**src/ufc_pkg.sv**
```systemverilog
// shared constants, field layouts and carrier types for the serial channel control block
package ufc_pkg;

  // register byte addresses
  localparam logic [7:0] OFS_DATA = 8'h00;
  localparam logic [7:0] OFS_DIV_HIGH = 8'h04;
  localparam logic [7:0] OFS_ISW = 8'h08;
  localparam logic [7:0] OFS_LFC = 8'h0c;
  localparam logic [7:0] OFS_MOC = 8'h10;
  localparam logic [7:0] OFS_LSTAT = 8'h14;
  localparam logic [7:0] OFS_MSTAT = 8'h18;

  // fifo_control field positions
  localparam int FC_ENABLE = 0;
  localparam int FC_RX_RESET = 1;
  localparam int FC_TX_RESET = 2;
  localparam int FC_DMA = 3;
  localparam int FC_TRIG_LSB = 6;

  // reset values
  localparam logic [7:0] LFC_RESET = 8'h00;
  localparam logic [7:0] MOC_RESET = 8'h00;
  localparam logic [15:0] DIV_RESET = 16'h0001;

  // receive trigger levels, selected by a two-bit code
  localparam logic [4:0] TRIG_LVL0 = 5'h01;
  localparam logic [4:0] TRIG_LVL1 = 5'h04;
  localparam logic [4:0] TRIG_LVL2 = 5'h08;
  localparam logic [4:0] TRIG_LVL3 = 5'h0e;

  // bit timing in oversample ticks
  localparam logic [5:0] TICKS_PER_BIT = 6'h10;
  localparam logic [5:0] TICKS_HALF_BIT = 6'h08;
  localparam logic [5:0] TICKS_STOP_HALF3 = 6'h18;
  localparam logic [5:0] TICKS_STOP_TWO = 6'h20;
  localparam logic [5:0] TICKS_IR_PULSE = 6'h03;
  localparam logic [1:0] PRESCALE_LAST = 2'h3;

  // interrupt status codes
  localparam logic [3:0] ISW_NONE = 4'h1;
  localparam logic [3:0] ISW_RX_DATA = 4'h4;

  typedef struct packed {
    logic dlab;
    logic brk;
    logic force_par;
    logic even_par;
    logic par_en;
    logic stop_sel;
    logic [1:0] wlen;
  } ufc_line_format_type;

  typedef struct packed {
    logic prescale;
    logic infrared;
    logic resume_any;
    logic loopback;
    logic out2;
    logic out1;
    logic rts;
    logic dtr;
  } ufc_modem_ctrl_type;

  typedef struct packed {
    logic frame_err;
    logic par_err;
    logic [7:0] data;
  } ufc_rx_entry_type;

  typedef enum logic [2:0] {
    TX_IDLE = 3'b000,
    TX_START = 3'b001,
    TX_DATA = 3'b010,
    TX_PARITY = 3'b011,
    TX_STOP = 3'b100
  } ufc_tx_state_type;

  typedef enum logic [2:0] {
    RX_IDLE = 3'b000,
    RX_START = 3'b001,
    RX_DATA = 3'b010,
    RX_PARITY = 3'b011,
    RX_STOP = 3'b100
  } ufc_rx_state_type;

endpackage : ufc_pkg

```
**src/ufc_channel.sv**
```systemverilog
// one serial channel: ahb-lite registers, fifos, line framing and modem control outputs
//
// Contract
// Software sets fifo enable in every fifo_control write, else other bits ignored.
// Receive reset bit clears receive fifo pointers and count only, self-clearing.
// Transmit reset bit clears transmit fifo pointers and count only, self-clearing.
// Transfer-mode bit selects normal or dma behaviour of the request pins.
// Receive trigger code 00/01/10/11 gives 1/4/8/14; reaching it raises interrupt.
// Word length code 00/01/10/11 gives 5/6/7/8 data bits, both directions.
// Stop select gives one stop bit, or 1.5 (five bits) / 2 stop bits.
// Parity enable adds a transmitted parity bit and receive parity checking.
// Even-select zero gives odd parity, one gives even, for send and check.
// Forced parity sends and expects one when even-select zero, else zero.
// Break bit holds serial output at space until software clears it; loopback or infrared park it high instead.
// Divisor-access bit steers the low addresses to the divisor latch.
// Terminal-ready bit drives its pin inverted, high by default.
// Request-to-send bit drives its pin inverted, high by default.
// Spare output one has no pin; in loopback it feeds ring status.
// Output-two zero tristates interrupt pin, drives spare two high; one reverses.
// Loopback bit routes the channel internally; clear gives normal operation.
// Resume-any lets any received character restart a halted transmitter.
// Infrared bit routes data through encoder/decoder; infrared output idles low.
// Prescaler bit divides the baud generator clock by four.
// Interrupt status top two bits read one only while fifos are enabled.
// Both divisor registers are reachable only with divisor-access set.
// Character framing: low start, data lsb first, optional parity, high stops.
module ufc_channel
  import ufc_pkg::*;
#(
  parameter int DEPTH = 16
) (
  // bus
  input wire logic hclk,
  input wire logic hresetn,
  input wire logic hsel,
  input wire logic [31:0] haddr,
  input wire logic [1:0] htrans,
  input wire logic hwrite,
  input wire logic [2:0] hsize,
  input wire logic [31:0] hwdata,
  input wire logic hready,
  output logic [31:0] hrdata,
  output logic hreadyout,
  output logic hresp,
  // serial line
  input wire logic serial_in,
  output logic serial_out,
  input wire logic ir_in,
  output logic ir_out,
  // modem
  input wire logic cts_n,
  input wire logic dsr_n,
  input wire logic ring_indicator_in_n,
  input wire logic cd_n,
  output logic dtr_n,
  output logic rts_n,
  output logic spare_output_two_n,
  // interrupt pin with enable
  output logic irq_out,
  output logic irq_oe,
  // request pins
  output logic tx_request_pin_n,
  output logic rx_request_pin_n,
  // flow control hooks from the surrounding logic
  input wire logic flow_halt,
  input wire logic flow_resume,
  input wire logic flow_char_match
);

  localparam int AW = $clog2(DEPTH);
  localparam logic [AW:0] CAP_FULL = (AW+1)'(DEPTH);
  localparam logic [AW:0] CAP_ONE = (AW+1)'(1);

  ufc_line_format_type lfc_reg;
  ufc_modem_ctrl_type moc_reg;
  logic fifo_en_reg;
  logic dma_mode_reg;
  logic [1:0] trig_sel_reg;
  logic [15:0] divisor_reg;

  // bus phases
  logic take;
  logic wr_pend_reg;
  logic rd_wait_reg;
  logic [7:0] addr_reg;
  logic [31:0] hrdata_reg;
  logic wr_data;
  logic wr_fcr;
  logic rd_data_pop;
  logic rd_lstat;

  assign take = hsel && htrans[1] && hready;
  assign hreadyout = ~rd_wait_reg;
  assign hresp = 1'b0;
  assign hrdata = hrdata_reg;

  always_ff @(posedge hclk or negedge hresetn) begin
    if (!hresetn) begin
      wr_pend_reg <= 1'b0;
      rd_wait_reg <= 1'b0;
      addr_reg <= 8'h00;
    end else begin
      wr_pend_reg <= take && hwrite;
      rd_wait_reg <= take && !hwrite;
      if (take) begin
        addr_reg <= haddr[7:0];
      end
    end
  end

  assign wr_data = wr_pend_reg && (addr_reg == OFS_DATA) && !lfc_reg.dlab;
  assign wr_fcr = wr_pend_reg && (addr_reg == OFS_ISW);
  assign rd_data_pop = rd_wait_reg && (addr_reg == OFS_DATA) && !lfc_reg.dlab;
  assign rd_lstat = rd_wait_reg && (addr_reg == OFS_LSTAT);

  // control registers
  always_ff @(posedge hclk or negedge hresetn) begin
    if (!hresetn) begin
      lfc_reg <= LFC_RESET;
      moc_reg <= MOC_RESET;
      divisor_reg <= DIV_RESET;
    end else if (wr_pend_reg) begin
      if (addr_reg == OFS_LFC) begin
        lfc_reg <= hwdata[7:0];
      end else if (addr_reg == OFS_MOC) begin
        moc_reg <= hwdata[7:0];
      end else if (addr_reg == OFS_DATA && lfc_reg.dlab) begin
        divisor_reg[7:0] <= hwdata[7:0];
      end else if (addr_reg == OFS_DIV_HIGH && lfc_reg.dlab) begin
        divisor_reg[15:8] <= hwdata[7:0];
      end
    end
  end

  // fifo_control: write-only, fields taken only with the enable bit set
  logic fifo_en_rise;
  logic rx_clear;
  logic tx_clear;

  always_ff @(posedge hclk or negedge hresetn) begin
    if (!hresetn) begin
      fifo_en_reg <= 1'b0;
      dma_mode_reg <= 1'b0;
      trig_sel_reg <= 2'b00;
    end else if (wr_fcr) begin
      fifo_en_reg <= hwdata[FC_ENABLE];
      if (hwdata[FC_ENABLE]) begin
        dma_mode_reg <= hwdata[FC_DMA];
        trig_sel_reg <= hwdata[FC_TRIG_LSB+:2];
      end
    end
  end

  // a mode change of the fifos empties them so the capacity stays consistent
  assign fifo_en_rise = wr_fcr && (hwdata[FC_ENABLE] != fifo_en_reg);
  assign rx_clear = fifo_en_rise || (wr_fcr && hwdata[FC_ENABLE] && hwdata[FC_RX_RESET]);
  assign tx_clear = fifo_en_rise || (wr_fcr && hwdata[FC_ENABLE] && hwdata[FC_TX_RESET]);

  logic [AW:0] cap;
  logic [4:0] trig_level;
  assign cap = fifo_en_reg ? CAP_FULL : CAP_ONE;

  always_comb begin
    case (trig_sel_reg)
      2'b00: trig_level = TRIG_LVL0;
      2'b01: trig_level = TRIG_LVL1;
      2'b10: trig_level = TRIG_LVL2;
      default: trig_level = TRIG_LVL3;
    endcase
    if (!fifo_en_reg) begin
      trig_level = TRIG_LVL0;
    end
  end

  // baud tick: optional divide by four, then the 16-bit divisor
  logic [1:0] pre_cnt_reg;
  logic pre_tick;
  logic [15:0] div_cnt_reg;
  logic [15:0] div_last;
  logic tick;

  assign pre_tick = moc_reg.prescale ? (pre_cnt_reg == PRESCALE_LAST) : 1'b1;
  assign div_last = (divisor_reg == 16'h0000) ? 16'h0000 : divisor_reg - 16'h0001;
  assign tick = pre_tick && (div_cnt_reg >= div_last);

  always_ff @(posedge hclk or negedge hresetn) begin
    if (!hresetn) begin
      pre_cnt_reg <= 2'b00;
      div_cnt_reg <= 16'h0000;
    end else begin
      pre_cnt_reg <= pre_cnt_reg + 2'b01;
      if (tick) begin
        div_cnt_reg <= 16'h0000;
      end else if (pre_tick) begin
        div_cnt_reg <= div_cnt_reg + 16'h0001;
      end
    end
  end

  function automatic logic parity_of(input logic [7:0] d, input ufc_line_format_type f);
    logic [7:0] m;
    m = d & (8'hff >> (2'd3 - f.wlen));
    if (f.force_par) begin
      parity_of = ~f.even_par;
    end else begin
      parity_of = f.even_par ? ^m : ~^m;
    end
  endfunction : parity_of

  logic [5:0] stop_ticks;
  assign stop_ticks = !lfc_reg.stop_sel ? TICKS_PER_BIT :
                      (lfc_reg.wlen == 2'b00) ? TICKS_STOP_HALF3 : TICKS_STOP_TWO;

  // transmit fifo
  logic [7:0] tx_mem [DEPTH];
  logic [AW-1:0] tx_wp_reg;
  logic [AW-1:0] tx_rp_reg;
  logic [AW:0] tx_cnt_reg;
  logic tx_push;
  logic tx_pop;

  assign tx_push = wr_data && (tx_cnt_reg < cap);

  always_ff @(posedge hclk) begin
    if (tx_push) begin
      tx_mem[tx_wp_reg] <= hwdata[7:0];
    end
  end

  always_ff @(posedge hclk or negedge hresetn) begin
    if (!hresetn) begin
      tx_wp_reg <= '0;
      tx_rp_reg <= '0;
      tx_cnt_reg <= '0;
    end else if (tx_clear) begin
      tx_wp_reg <= '0;
      tx_rp_reg <= '0;
      tx_cnt_reg <= '0;
    end else begin
      if (tx_push) begin
        tx_wp_reg <= tx_wp_reg + 1'b1;
      end
      if (tx_pop) begin
        tx_rp_reg <= tx_rp_reg + 1'b1;
      end
      tx_cnt_reg <= tx_cnt_reg + (AW+1)'(tx_push) - (AW+1)'(tx_pop);
    end
  end

  // transmitter; the shift register keeps running through a fifo reset
  ufc_tx_state_type tx_state_reg;
  logic [7:0] tx_shift_reg;
  logic tx_par_reg;
  logic [5:0] tx_tick_reg;
  logic [2:0] tx_bit_reg;
  logic tx_halted_reg;
  logic tx_line;
  logic rx_store_evt;

  assign tx_pop = (tx_state_reg == TX_IDLE) && (tx_cnt_reg != '0) && !tx_halted_reg;

  always_ff @(posedge hclk or negedge hresetn) begin
    if (!hresetn) begin
      tx_state_reg <= TX_IDLE;
      tx_shift_reg <= 8'h00;
      tx_par_reg <= 1'b0;
      tx_tick_reg <= 6'h00;
      tx_bit_reg <= 3'h0;
    end else begin
      case (tx_state_reg)
        TX_IDLE: begin
          if (tx_pop) begin
            tx_shift_reg <= tx_mem[tx_rp_reg];
            tx_par_reg <= parity_of(tx_mem[tx_rp_reg], lfc_reg);
            tx_tick_reg <= 6'h00;
            tx_state_reg <= TX_START;
          end
        end
        TX_START: begin
          if (tick) begin
            tx_tick_reg <= tx_tick_reg + 6'h01;
            if (tx_tick_reg == TICKS_PER_BIT - 6'h01) begin
              tx_tick_reg <= 6'h00;
              tx_bit_reg <= 3'h0;
              tx_state_reg <= TX_DATA;
            end
          end
        end
        TX_DATA: begin
          if (tick) begin
            tx_tick_reg <= tx_tick_reg + 6'h01;
            if (tx_tick_reg == TICKS_PER_BIT - 6'h01) begin
              tx_tick_reg <= 6'h00;
              tx_shift_reg <= {1'b0, tx_shift_reg[7:1]};
              tx_bit_reg <= tx_bit_reg + 3'h1;
              if (tx_bit_reg == {1'b0, lfc_reg.wlen} + 3'h4) begin
                tx_state_reg <= lfc_reg.par_en ? TX_PARITY : TX_STOP;
              end
            end
          end
        end
        TX_PARITY: begin
          if (tick) begin
            tx_tick_reg <= tx_tick_reg + 6'h01;
            if (tx_tick_reg == TICKS_PER_BIT - 6'h01) begin
              tx_tick_reg <= 6'h00;
              tx_state_reg <= TX_STOP;
            end
          end
        end
        default: begin
          if (tick) begin
            tx_tick_reg <= tx_tick_reg + 6'h01;
            if (tx_tick_reg == stop_ticks - 6'h01) begin
              tx_tick_reg <= 6'h00;
              tx_state_reg <= TX_IDLE;
            end
          end
        end
      endcase
    end
  end

  // halted by flow control; a set from the halt input wins over a resume
  always_ff @(posedge hclk or negedge hresetn) begin
    if (!hresetn) begin
      tx_halted_reg <= 1'b0;
    end else if (flow_halt) begin
      tx_halted_reg <= 1'b1;
    end else if (flow_resume || (rx_store_evt && moc_reg.resume_any)) begin
      tx_halted_reg <= 1'b0;
    end
  end

  always_comb begin
    case (tx_state_reg)
      TX_START: tx_line = 1'b0;
      TX_DATA: tx_line = tx_shift_reg[0];
      TX_PARITY: tx_line = tx_par_reg;
      default: tx_line = 1'b1;
    endcase
    if (lfc_reg.brk) begin
      tx_line = 1'b0;
    end
  end

  // pin outputs; loopback parks every line in its idle level
  always_ff @(posedge hclk or negedge hresetn) begin
    if (!hresetn) begin
      serial_out <= 1'b1;
      ir_out <= 1'b0;
      dtr_n <= 1'b1;
      rts_n <= 1'b1;
      spare_output_two_n <= 1'b1;
    end else begin
      serial_out <= moc_reg.loopback || moc_reg.infrared || tx_line;
      ir_out <= moc_reg.infrared && !moc_reg.loopback && !tx_line
                && (tx_tick_reg < TICKS_IR_PULSE);
      dtr_n <= moc_reg.loopback || !moc_reg.dtr;
      rts_n <= moc_reg.loopback || !moc_reg.rts;
      spare_output_two_n <= moc_reg.loopback || !moc_reg.out2;
    end
  end

  // pin synchronisers
  logic [5:0] sync1_reg;
  logic [5:0] sync2_reg;
  always_ff @(posedge hclk or negedge hresetn) begin
    if (!hresetn) begin
      sync1_reg <= 6'h2f;
      sync2_reg <= 6'h2f;
    end else begin
      sync1_reg <= {serial_in, ir_in, cts_n, dsr_n, ring_indicator_in_n, cd_n};
      sync2_reg <= sync1_reg;
    end
  end

  // infrared decoder stretches each received pulse into one space bit
  logic [5:0] ir_hold_reg;
  always_ff @(posedge hclk or negedge hresetn) begin
    if (!hresetn) begin
      ir_hold_reg <= 6'h00;
    end else if (sync2_reg[4]) begin
      ir_hold_reg <= TICKS_PER_BIT;
    end else if (tick && ir_hold_reg != 6'h00) begin
      ir_hold_reg <= ir_hold_reg - 6'h01;
    end
  end

  logic rx_line;
  assign rx_line = moc_reg.loopback ? tx_line :
                   moc_reg.infrared ? (ir_hold_reg == 6'h00) : sync2_reg[5];

  // receiver
  ufc_rx_state_type rx_state_reg;
  logic [7:0] rx_shift_reg;
  logic [5:0] rx_tick_reg;
  logic [2:0] rx_bit_reg;
  logic rx_par_err_reg;
  logic rx_mid;
  logic [7:0] rx_word;
  logic rx_push;
  logic overrun_reg;

  assign rx_mid = tick && (rx_tick_reg == TICKS_PER_BIT - 6'h01);
  assign rx_word = rx_shift_reg >> (2'd3 - lfc_reg.wlen);
  assign rx_store_evt = (rx_state_reg == RX_STOP) && rx_mid;

  always_ff @(posedge hclk or negedge hresetn) begin
    if (!hresetn) begin
      rx_state_reg <= RX_IDLE;
      rx_shift_reg <= 8'h00;
      rx_tick_reg <= 6'h00;
      rx_bit_reg <= 3'h0;
      rx_par_err_reg <= 1'b0;
    end else begin
      if (tick) begin
        rx_tick_reg <= rx_mid ? 6'h00 : rx_tick_reg + 6'h01;
      end
      case (rx_state_reg)
        RX_IDLE: begin
          rx_tick_reg <= 6'h00;
          rx_par_err_reg <= 1'b0;
          if (!rx_line) begin
            rx_state_reg <= RX_START;
          end
        end
        RX_START: begin
          if (tick && rx_tick_reg == TICKS_HALF_BIT - 6'h01) begin
            rx_tick_reg <= 6'h00;
            rx_bit_reg <= 3'h0;
            rx_state_reg <= rx_line ? RX_IDLE : RX_DATA;
          end
        end
        RX_DATA: begin
          if (rx_mid) begin
            rx_shift_reg <= {rx_line, rx_shift_reg[7:1]};
            rx_bit_reg <= rx_bit_reg + 3'h1;
            if (rx_bit_reg == {1'b0, lfc_reg.wlen} + 3'h4) begin
              rx_state_reg <= lfc_reg.par_en ? RX_PARITY : RX_STOP;
            end
          end
        end
        RX_PARITY: begin
          if (rx_mid) begin
            rx_par_err_reg <= rx_line != parity_of(rx_word, lfc_reg);
            rx_state_reg <= RX_STOP;
          end
        end
        default: begin
          if (rx_mid) begin
            rx_state_reg <= RX_IDLE;
          end
        end
      endcase
    end
  end

  // receive fifo; flow characters under software flow control are not stored
  ufc_rx_entry_type rx_mem [DEPTH];
  logic [AW-1:0] rx_wp_reg;
  logic [AW-1:0] rx_rp_reg;
  logic [AW:0] rx_cnt_reg;
  logic rx_pop;
  ufc_rx_entry_type rx_head;

  assign rx_push = rx_store_evt && !flow_char_match && (rx_cnt_reg < cap);
  assign rx_pop = rd_data_pop && (rx_cnt_reg != '0);
  assign rx_head = (rx_cnt_reg != '0) ? rx_mem[rx_rp_reg] : '0;

  always_ff @(posedge hclk) begin
    if (rx_push) begin
      rx_mem[rx_wp_reg] <= '{frame_err: !rx_line, par_err: rx_par_err_reg, data: rx_word};
    end
  end

  always_ff @(posedge hclk or negedge hresetn) begin
    if (!hresetn) begin
      rx_wp_reg <= '0;
      rx_rp_reg <= '0;
      rx_cnt_reg <= '0;
    end else if (rx_clear) begin
      rx_wp_reg <= '0;
      rx_rp_reg <= '0;
      rx_cnt_reg <= '0;
    end else begin
      if (rx_push) begin
        rx_wp_reg <= rx_wp_reg + 1'b1;
      end
      if (rx_pop) begin
        rx_rp_reg <= rx_rp_reg + 1'b1;
      end
      rx_cnt_reg <= rx_cnt_reg + (AW+1)'(rx_push) - (AW+1)'(rx_pop);
    end
  end

  // overrun: a new overrun wins over the clearing status read
  always_ff @(posedge hclk or negedge hresetn) begin
    if (!hresetn) begin
      overrun_reg <= 1'b0;
    end else if (rx_store_evt && !flow_char_match && !(rx_cnt_reg < cap)) begin
      overrun_reg <= 1'b1;
    end else if (rd_lstat) begin
      overrun_reg <= 1'b0;
    end
  end

  // status, interrupt pin and request pins
  logic rx_trig;
  logic [7:0] isw;
  logic [7:0] lstat;
  logic [7:0] mstat;

  assign rx_trig = 32'(rx_cnt_reg) >= 32'(trig_level);
  assign isw = {fifo_en_reg, fifo_en_reg, 2'b00, rx_trig ? ISW_RX_DATA : ISW_NONE};
  assign lstat = {1'b0, (tx_cnt_reg == '0) && (tx_state_reg == TX_IDLE), tx_cnt_reg == '0,
                  1'b0, rx_head.frame_err, rx_head.par_err, overrun_reg, rx_cnt_reg != '0};
  assign mstat = moc_reg.loopback ?
                 {moc_reg.out2, moc_reg.out1, moc_reg.dtr, moc_reg.rts, 4'h0} :
                 {~sync2_reg[0], ~sync2_reg[1], ~sync2_reg[2], ~sync2_reg[3], 4'h0};

  always_ff @(posedge hclk or negedge hresetn) begin
    if (!hresetn) begin
      irq_out <= 1'b0;
      irq_oe <= 1'b0;
      tx_request_pin_n <= 1'b1;
      rx_request_pin_n <= 1'b1;
    end else begin
      irq_out <= rx_trig;
      irq_oe <= moc_reg.out2;
      if (dma_mode_reg) begin
        rx_request_pin_n <= !rx_trig;
        tx_request_pin_n <= !(tx_cnt_reg < cap);
      end else begin
        rx_request_pin_n <= rx_cnt_reg == '0;
        tx_request_pin_n <= tx_cnt_reg != '0;
      end
    end
  end

  // read data latched in the single wait state
  always_ff @(posedge hclk or negedge hresetn) begin
    if (!hresetn) begin
      hrdata_reg <= 32'h00000000;
    end else if (rd_wait_reg) begin
      hrdata_reg <= 32'h00000000;
      if (addr_reg == OFS_DATA) begin
        hrdata_reg[7:0] <= lfc_reg.dlab ? divisor_reg[7:0] : rx_head.data;
      end else if (addr_reg == OFS_DIV_HIGH && lfc_reg.dlab) begin
        hrdata_reg[7:0] <= divisor_reg[15:8];
      end else if (addr_reg == OFS_ISW) begin
        hrdata_reg[7:0] <= isw;
      end else if (addr_reg == OFS_LFC) begin
        hrdata_reg[7:0] <= lfc_reg;
      end else if (addr_reg == OFS_MOC) begin
        hrdata_reg[7:0] <= moc_reg;
      end else if (addr_reg == OFS_LSTAT) begin
        hrdata_reg[7:0] <= lstat;
      end else if (addr_reg == OFS_MSTAT) begin
        hrdata_reg[7:0] <= mstat;
      end
    end
  end

endmodule : ufc_channel

```
**config.mk**
```make
export PLATFORM = sky130hd
export DESIGN_NAME = ufc_channel
export DESIGN_NICKNAME = d
export VERILOG_FILES = /design/src/ufc_pkg.sv /design/src/ufc_channel.sv
export SDC_FILE = /design/constraint.sdc
export NUM_CORES = 1
export LEC_CHECK = 0
export BUFFER_PORTS_ARGS = -buffer_cell sky130_fd_sc_hd__buf_2
export CORE_MARGIN = 1.5
export CORE_UTILIZATION = 55
export DETAILED_ROUTE_END_ITERATION = 12
export PLACE_DENSITY = 0.73
export SLEW_MARGIN = 5
export SYNTH_ARGS = -nofsm -noshare
export SYNTH_HDL_FRONTEND = slang
export SYNTH_SLANG_ARGS = --single-unit
```
**constraint.sdc**
```tcl
create_clock -name hclk -period 13.6 [get_ports hclk]
set_input_delay 0.68 -clock hclk [delete_from_list [all_inputs] [get_ports hclk]]
set_output_delay 0.68 -clock hclk [all_outputs]
set_load 0.005 [all_outputs]
```
== After elaboration in Yosys (flattened, before gate mapping) ==
Memories as Yosys holds them, arrays and structs flattened.
Cells that the tools add are included.

* Bitwise logic cells: 11
* Shift-type cells: 2
* Reductions and logical operators: 100
* Equal/unequal tests: 38
* Add/subtract/negate cells: 19
* $lt $le $gt $ge: 5
* Muxes and demuxes: 96

{| class="wikitable"
|+ Operators with widths
! operator !! number
|-
| $mux W8 || 12
|-
| $mux W3 || 24
|-
| $mux W6 || 12
|-
| $mux W16 || 3
|-
| $logic_and A1 B1 Y1 || 33
|-
| $mux W4 || 8
|-
| $ne A2 B2 Y1 const B || 13
|-
| $reduce_bool A2 Y1 || 13
|-
| $eq A8 B5 Y1 const B || 3
|-
| $pmux W3 S4 || 2
|-
| $pmux W6 S2 || 2
|-
| $mux W1 || 21
|-
| $mux W5 || 4
|-
| $add A16 B1 Y16 const B || 1
|-
| $add A4 B1 Y4 const B || 4
|-
| $and A8 B8 Y8 || 2
|-
| $eq A8 B4 Y1 const B || 2
|-
| $ge A16 B16 Y1 || 1
|-
| $logic_not A16 Y1 || 1
|-
| $pmux W8 S2 || 1
|-
| $reduce_xnor A8 Y1 || 2
|-
| $reduce_xor A8 Y1 || 2
|-
| $sub A16 B1 Y16 const B || 1
|-
| $reduce_bool A5 Y1 || 3
|-
| other kinds (48) || 101
|}

* Register bits: 169
* Memories kept: 2
* Input port bits: 83
* Output and inout port bits: 43
* Memory bits (writable): 288

{| class="wikitable"
|+ Memories
! memory !! words !! width !! rd ports !! clocked after memory_dff !! write ports !! line !! text
|-
| rx_mem || 16 || 10 || 1 || 0 || 1 || ufc_channel.sv:460 || <nowiki>ufc_rx_entry_type rx_mem [DEPTH];</nowiki>
|-
| tx_mem || 16 || 8 || 1 || 0 || 1 || ufc_channel.sv:215 || <nowiki>logic [7:0] tx_mem [DEPTH];</nowiki>
|}

== Longest topological paths before layout ==
* Depth in word-level cells: 11
* Mapped depth: 25
* Depth with buffers taken out: 25

== Worst setup path after synthesis ==
OpenSTA, ideal clock, no wires.

* Path kind: register to register
* Start: register divisor_reg[5]
* End: register rx_cnt_reg[4]
* Setup slack: 9.227 ns
* Data required time: 13.468 ns
* Data arrival time: 4.241 ns
* Cell stages (with the launch flop): 23
* Path buffers: 0
* Setup time: 0.132 ns
* Period minus slack after synthesis: 4.373 ns
* Cells stage by stage: dfrtp_1 nor4_1 nand4_1 and2_1 ha_1 nand2b_1 a21oi_1 o21ai_1 a31oi_1 o21a_1 o41a_1 nor3_1 nand3_1 inv_1 ha_1 inv_1 fa_1 nor2_1 nor2_1 nor2_1 nor2_1 xnor2_1 nor2_1

* Longest elaborated chain between the ends: 11

{| class="wikitable"
|+ Ends and longest elaborated chain
! item !! line !! text
|-
| from (decl) || ufc_channel.sv:79 || <nowiki>logic [15:0] divisor_reg;</nowiki>
|-
| from (signal assigned) || ufc_channel.sv:128 || <nowiki>divisor_reg[7:0] <= hwdata[7:0];</nowiki>
|-
| $sub A16 B1 Y16 or $logic_not A16 Y1 (tied branches) || ufc_channel.sv:183 || <nowiki>assign div_last = (divisor_reg == 16'h0000) ? 16'h0000 : divisor_reg - 16'h0001;</nowiki>
|-
| $mux W16 * || ufc_channel.sv:183 ||
|-
| $ge A16 B16 Y1 * || ufc_channel.sv:184 || <nowiki>assign tick = pre_tick && (div_cnt_reg >= div_last);</nowiki>
|-
| $logic_and A1 B1 Y1 * || ufc_channel.sv:184 ||
|-
| $logic_and A1 B1 Y1 * || ufc_channel.sv:405 || <nowiki>assign rx_mid = tick && (rx_tick_reg == TICKS_PER_BIT - 6'h01);</nowiki>
|-
| $logic_and A1 B1 Y1 * || ufc_channel.sv:407 || <nowiki>assign rx_store_evt = (rx_state_reg == RX_STOP) && rx_mid;</nowiki>
|-
| $logic_and A1 B1 Y1 * (2 in series) || ufc_channel.sv:467 || <nowiki>assign rx_push = rx_store_evt && !flow_char_match && (rx_cnt_reg < cap);</nowiki>
|-
| $add A5 B1 Y5 * || ufc_channel.sv:493 || <nowiki>rx_cnt_reg <= rx_cnt_reg + (AW+1)'(rx_push) - (AW+1)'(rx_pop);</nowiki>
|-
| $sub A5 B1 Y5 * || ufc_channel.sv:493 ||
|-
| $mux W5 * || ufc_channel.sv:482 || <nowiki>end else if (rx_clear) begin</nowiki>
|-
| to (signal assigned) || ufc_channel.sv:493 ||
|-
| to (decl) || ufc_channel.sv:463 || <nowiki>logic [AW:0] rx_cnt_reg;</nowiki>
|}

Mark *: on every way between the ends. The rest lies on a longest branch, timed or not.
A chain may end at the register's enable or synchronous reset.

== Final worst setup path ==
Ends and elaborated chain as after synthesis.

==> results.yml <==
sta:
  max_freq_mhz: 180
  tns_ns: 0
  finalHoldViolCount: 0
  post-route-period-util_pct: 40.8
  fin_ws_ns: 8.05
  max-slew-margin-rel_pct: 12.6
  tightest_slew_ns: 1.30
  setup_violations: 0
  final.setup_skew_ns: 0.0299
  slew_viol_final: 0
  period_minus_slack_ns: 5.55
  grt_setup_unrepaired: "false"
placed_design:
  place_congestion: 0.842
  io_buffers: 48
  pre_cts_slack_ns: 8.06
  dp_cells: 1967
  dp_hpwl_mm: 28.8
job:
  drv_cap: 0
routing:
  drc: 0
  routed_wirelength_mm: 43.1
  vias: 12100
  ant_nets: 0
  drtIter0Drc: 920
  routedWlPerCell_um: 21.0
  via_per_inst: 5.89
  firstDrtPassIters: 5
synth:
  yosys_register_bits: 457
  yosysTopAreaCell: "edfxtp_1"
  synth.avg_cell_area_um2: 14.1
  ys_warn_count: 0
  synth_cell_types: 71
  synthCells: 1473
  ys_top_cells_by_area: "edfxtp_1 42%, dfrtp_1 18%, mux4_2 7.4%"
  yosysSeqAreaShare_pct: 62.3
  yosys_most_used_dff: "edfxtp_1"
  synth_edf_count: 288
  syn-cell-area_mm2: 0.0207
  synth_top_area_share_pct: 41.8
  synthArstFlopShare_pct: 37.0
global_route:
  first_global_vias: 11900
  track_usage_pct: 22.8
  busiest_layer: "met2"
  grt_antenna_before_repair: 0
  met3_usage_pct: 3.64
  use_met1_pct: 30.1
  grt_pass1_wl_mm: 67.2
  use_met2_pct: 37.8
  grt_overflow: 0
  grt_max_degree: 98
clock_tree:
  cts_tree: "built"
  cts_sinks: 457
  cts_setup_buffers: 0
  ctsResizeCount: 0
  htreeDepth: 2
  clk_pin_slew_ns: 0.06
  clock_latency_ns: 0.60
  cts_inserted_buffers: 46
  clockBufferDepth: 3
  hold_buffers: 0
  cts_root_buf: "clkbuf_16"
pwr:
  peakVddDrop_v: 0.000129
  p_leak_uw: 0.00871
  power_density_mw_per_mm2: 168
  power_uw: 3850
floorplan:
  fp.dieH_um: 197
  core_area_mm2: 0.0369
  die_width_um: 197
  initial_utilization_pct: 56.1
  design.die.area_mm2: 0.0388
  io_pins: 126
  num_rows: 70
worst_setup_path:
  worstSetupStartpointType: "flop"
  critPathKind: "flop to flop"
  crit_required_ns: 14.04
  cp-end-kind: "flop"
  worst-path-max-fanout: 16
  worstPathArrival_ns: 6.00
  rrSetupSlack_ns: 8.05
layout:
  areaGrowthSynthToFinish_pct: 10.3
  final_util_pct: 61.9
  layout_common_cells: "288 x edfxtp_1, 150 x dfrtp_1, 128 x nor2_1"
  nNetsFinal: 1653
  antenna_cells: 0
  final_common_cell: "edfxtp_1"
  final_cells: 2053
  largest_reg_flops: 160
  drive_above_1_share_pct: 18.1
  top_regs: "rx_mem x160, tx_mem x128"
  regMostFlops: "rx_mem"
status:
  outcome: "complete, no violations"
worst_hold_path:
  hold_path.class: "input pin to async pin"
==> per-stage QoR <==
stage	hold slack, ns	instance area [um^2]
CTS	0.165	22800
global route	0.175	22800
detailed placement	0.338	21200
global placement	0.334	21200
finish	0.154	22800
floorplan	0.331	20800
==> per-layer routing <==
layer / up-vias / share of wire [%]
li1: 5518 / -
met5: - / 0
met4: 0 / 4.1
met1: 6120 / 41
met2: 360 / 50
met3: 103 / 4.9
==> Yosys cell counts (all sizes together) (4+ instances only) <==
cell and count:
nand2b 16, o31ai 6, a21oi 42, nand2 118, nor4 8, mux4 68, edfxtp 288, nand3 29
dfstp 17, xor2 35, clkbuf 44, nor3 24, and2 17, and3 13, a21o 7, dfrtp 152
o21ai 46, mux2 53, nand4 12, buf 47, mux2i 49, ha 57, nor2 128, nor2b 12
a31oi 7, and4 7, xnor2 41, a222oi 4, a221oi 23, inv 40, a22oi 13
==> cells by family after synthesis <==
kind of cell / after synthesis / synth area share (%)
adder cells (fa/ha/maj): 59 / 3.64
flip-flops: 457 / 62.3
other: 1 / 0.0181
AND/OR/NAND/NOR: 400 / 9.04
AO/OA/AOI/OAI: 177 / 5.81
buffers and inverters: 132 / 3.18
multiplexers: 170 / 12.7
XOR/XNOR: 77 / 3.32
==> path summary, 6_finish.rpt <==
| path | from | endpoint | cells after the start |
|---|---|---|---|
| worst max-delay path | divisor_reg[5]$_DFFE_PN0P_ | rx_cnt_reg[4]$_DFF_PN0_ | 23 |
| worst min-delay path | hresetn | addr_reg[2]$_DFFE_PN0P_ | 1 |
| worst max register to register | divisor_reg[5]$_DFFE_PN0P_ | rx_cnt_reg[4]$_DFF_PN0_ | 23 |
| worst min register to register | sync1_reg[4]$_DFF_PN0_ | sync2_reg[4]$_DFF_PN0_ | 0 |
| max in group asynchronous | hresetn | ir_hold_reg[3]$_DFFE_PN0P_ | 2 |
| min in group hclk | cts_n | sync1_reg[3]$_DFF_PN1_ | 1 |
==> cell type report <==
type,instances,area (um^2)
fillers,2746,14000
inverters,41,154
well taps,504,631
clock buffers,64,1330
flip-flops and latches,457,12900
clock inverters,22,259
repair buffers,57,314
multi-input cells,908,7250
==> report_power, final <==
group          leakage (uW)  switching [uW]  internal [uW]
logic               0.00330             489            386
registers           0.00464             112           1560
clock network      0.000776             536            764
==> worst max-delay path, stage by stage, from the launching register on <==
cell and delay (ns):
dfrtp_1 0.44, nor4_1 0.71, nand4_1 0.64, and2_1 0.38, ha_1 0.27, nand2b_1 0.10, a21oi_1 0.06, o21ai_1 0.12
a31oi_1 0.09, o21a_1 0.19, o41a_1 0.39, nor3_1 0.24, buf_4 0.25, nand3_1 0.14, inv_1 0.21, ha_1 0.20
inv_1 0.05, fa_1 0.40, nor2_1 0.13, nor2_1 0.05, nor2_1 0.09, nor2_1 0.06, xnor2_1 0.14, nor2_1 0.05
Note: power is estimated with default switching activity, not from simulation.
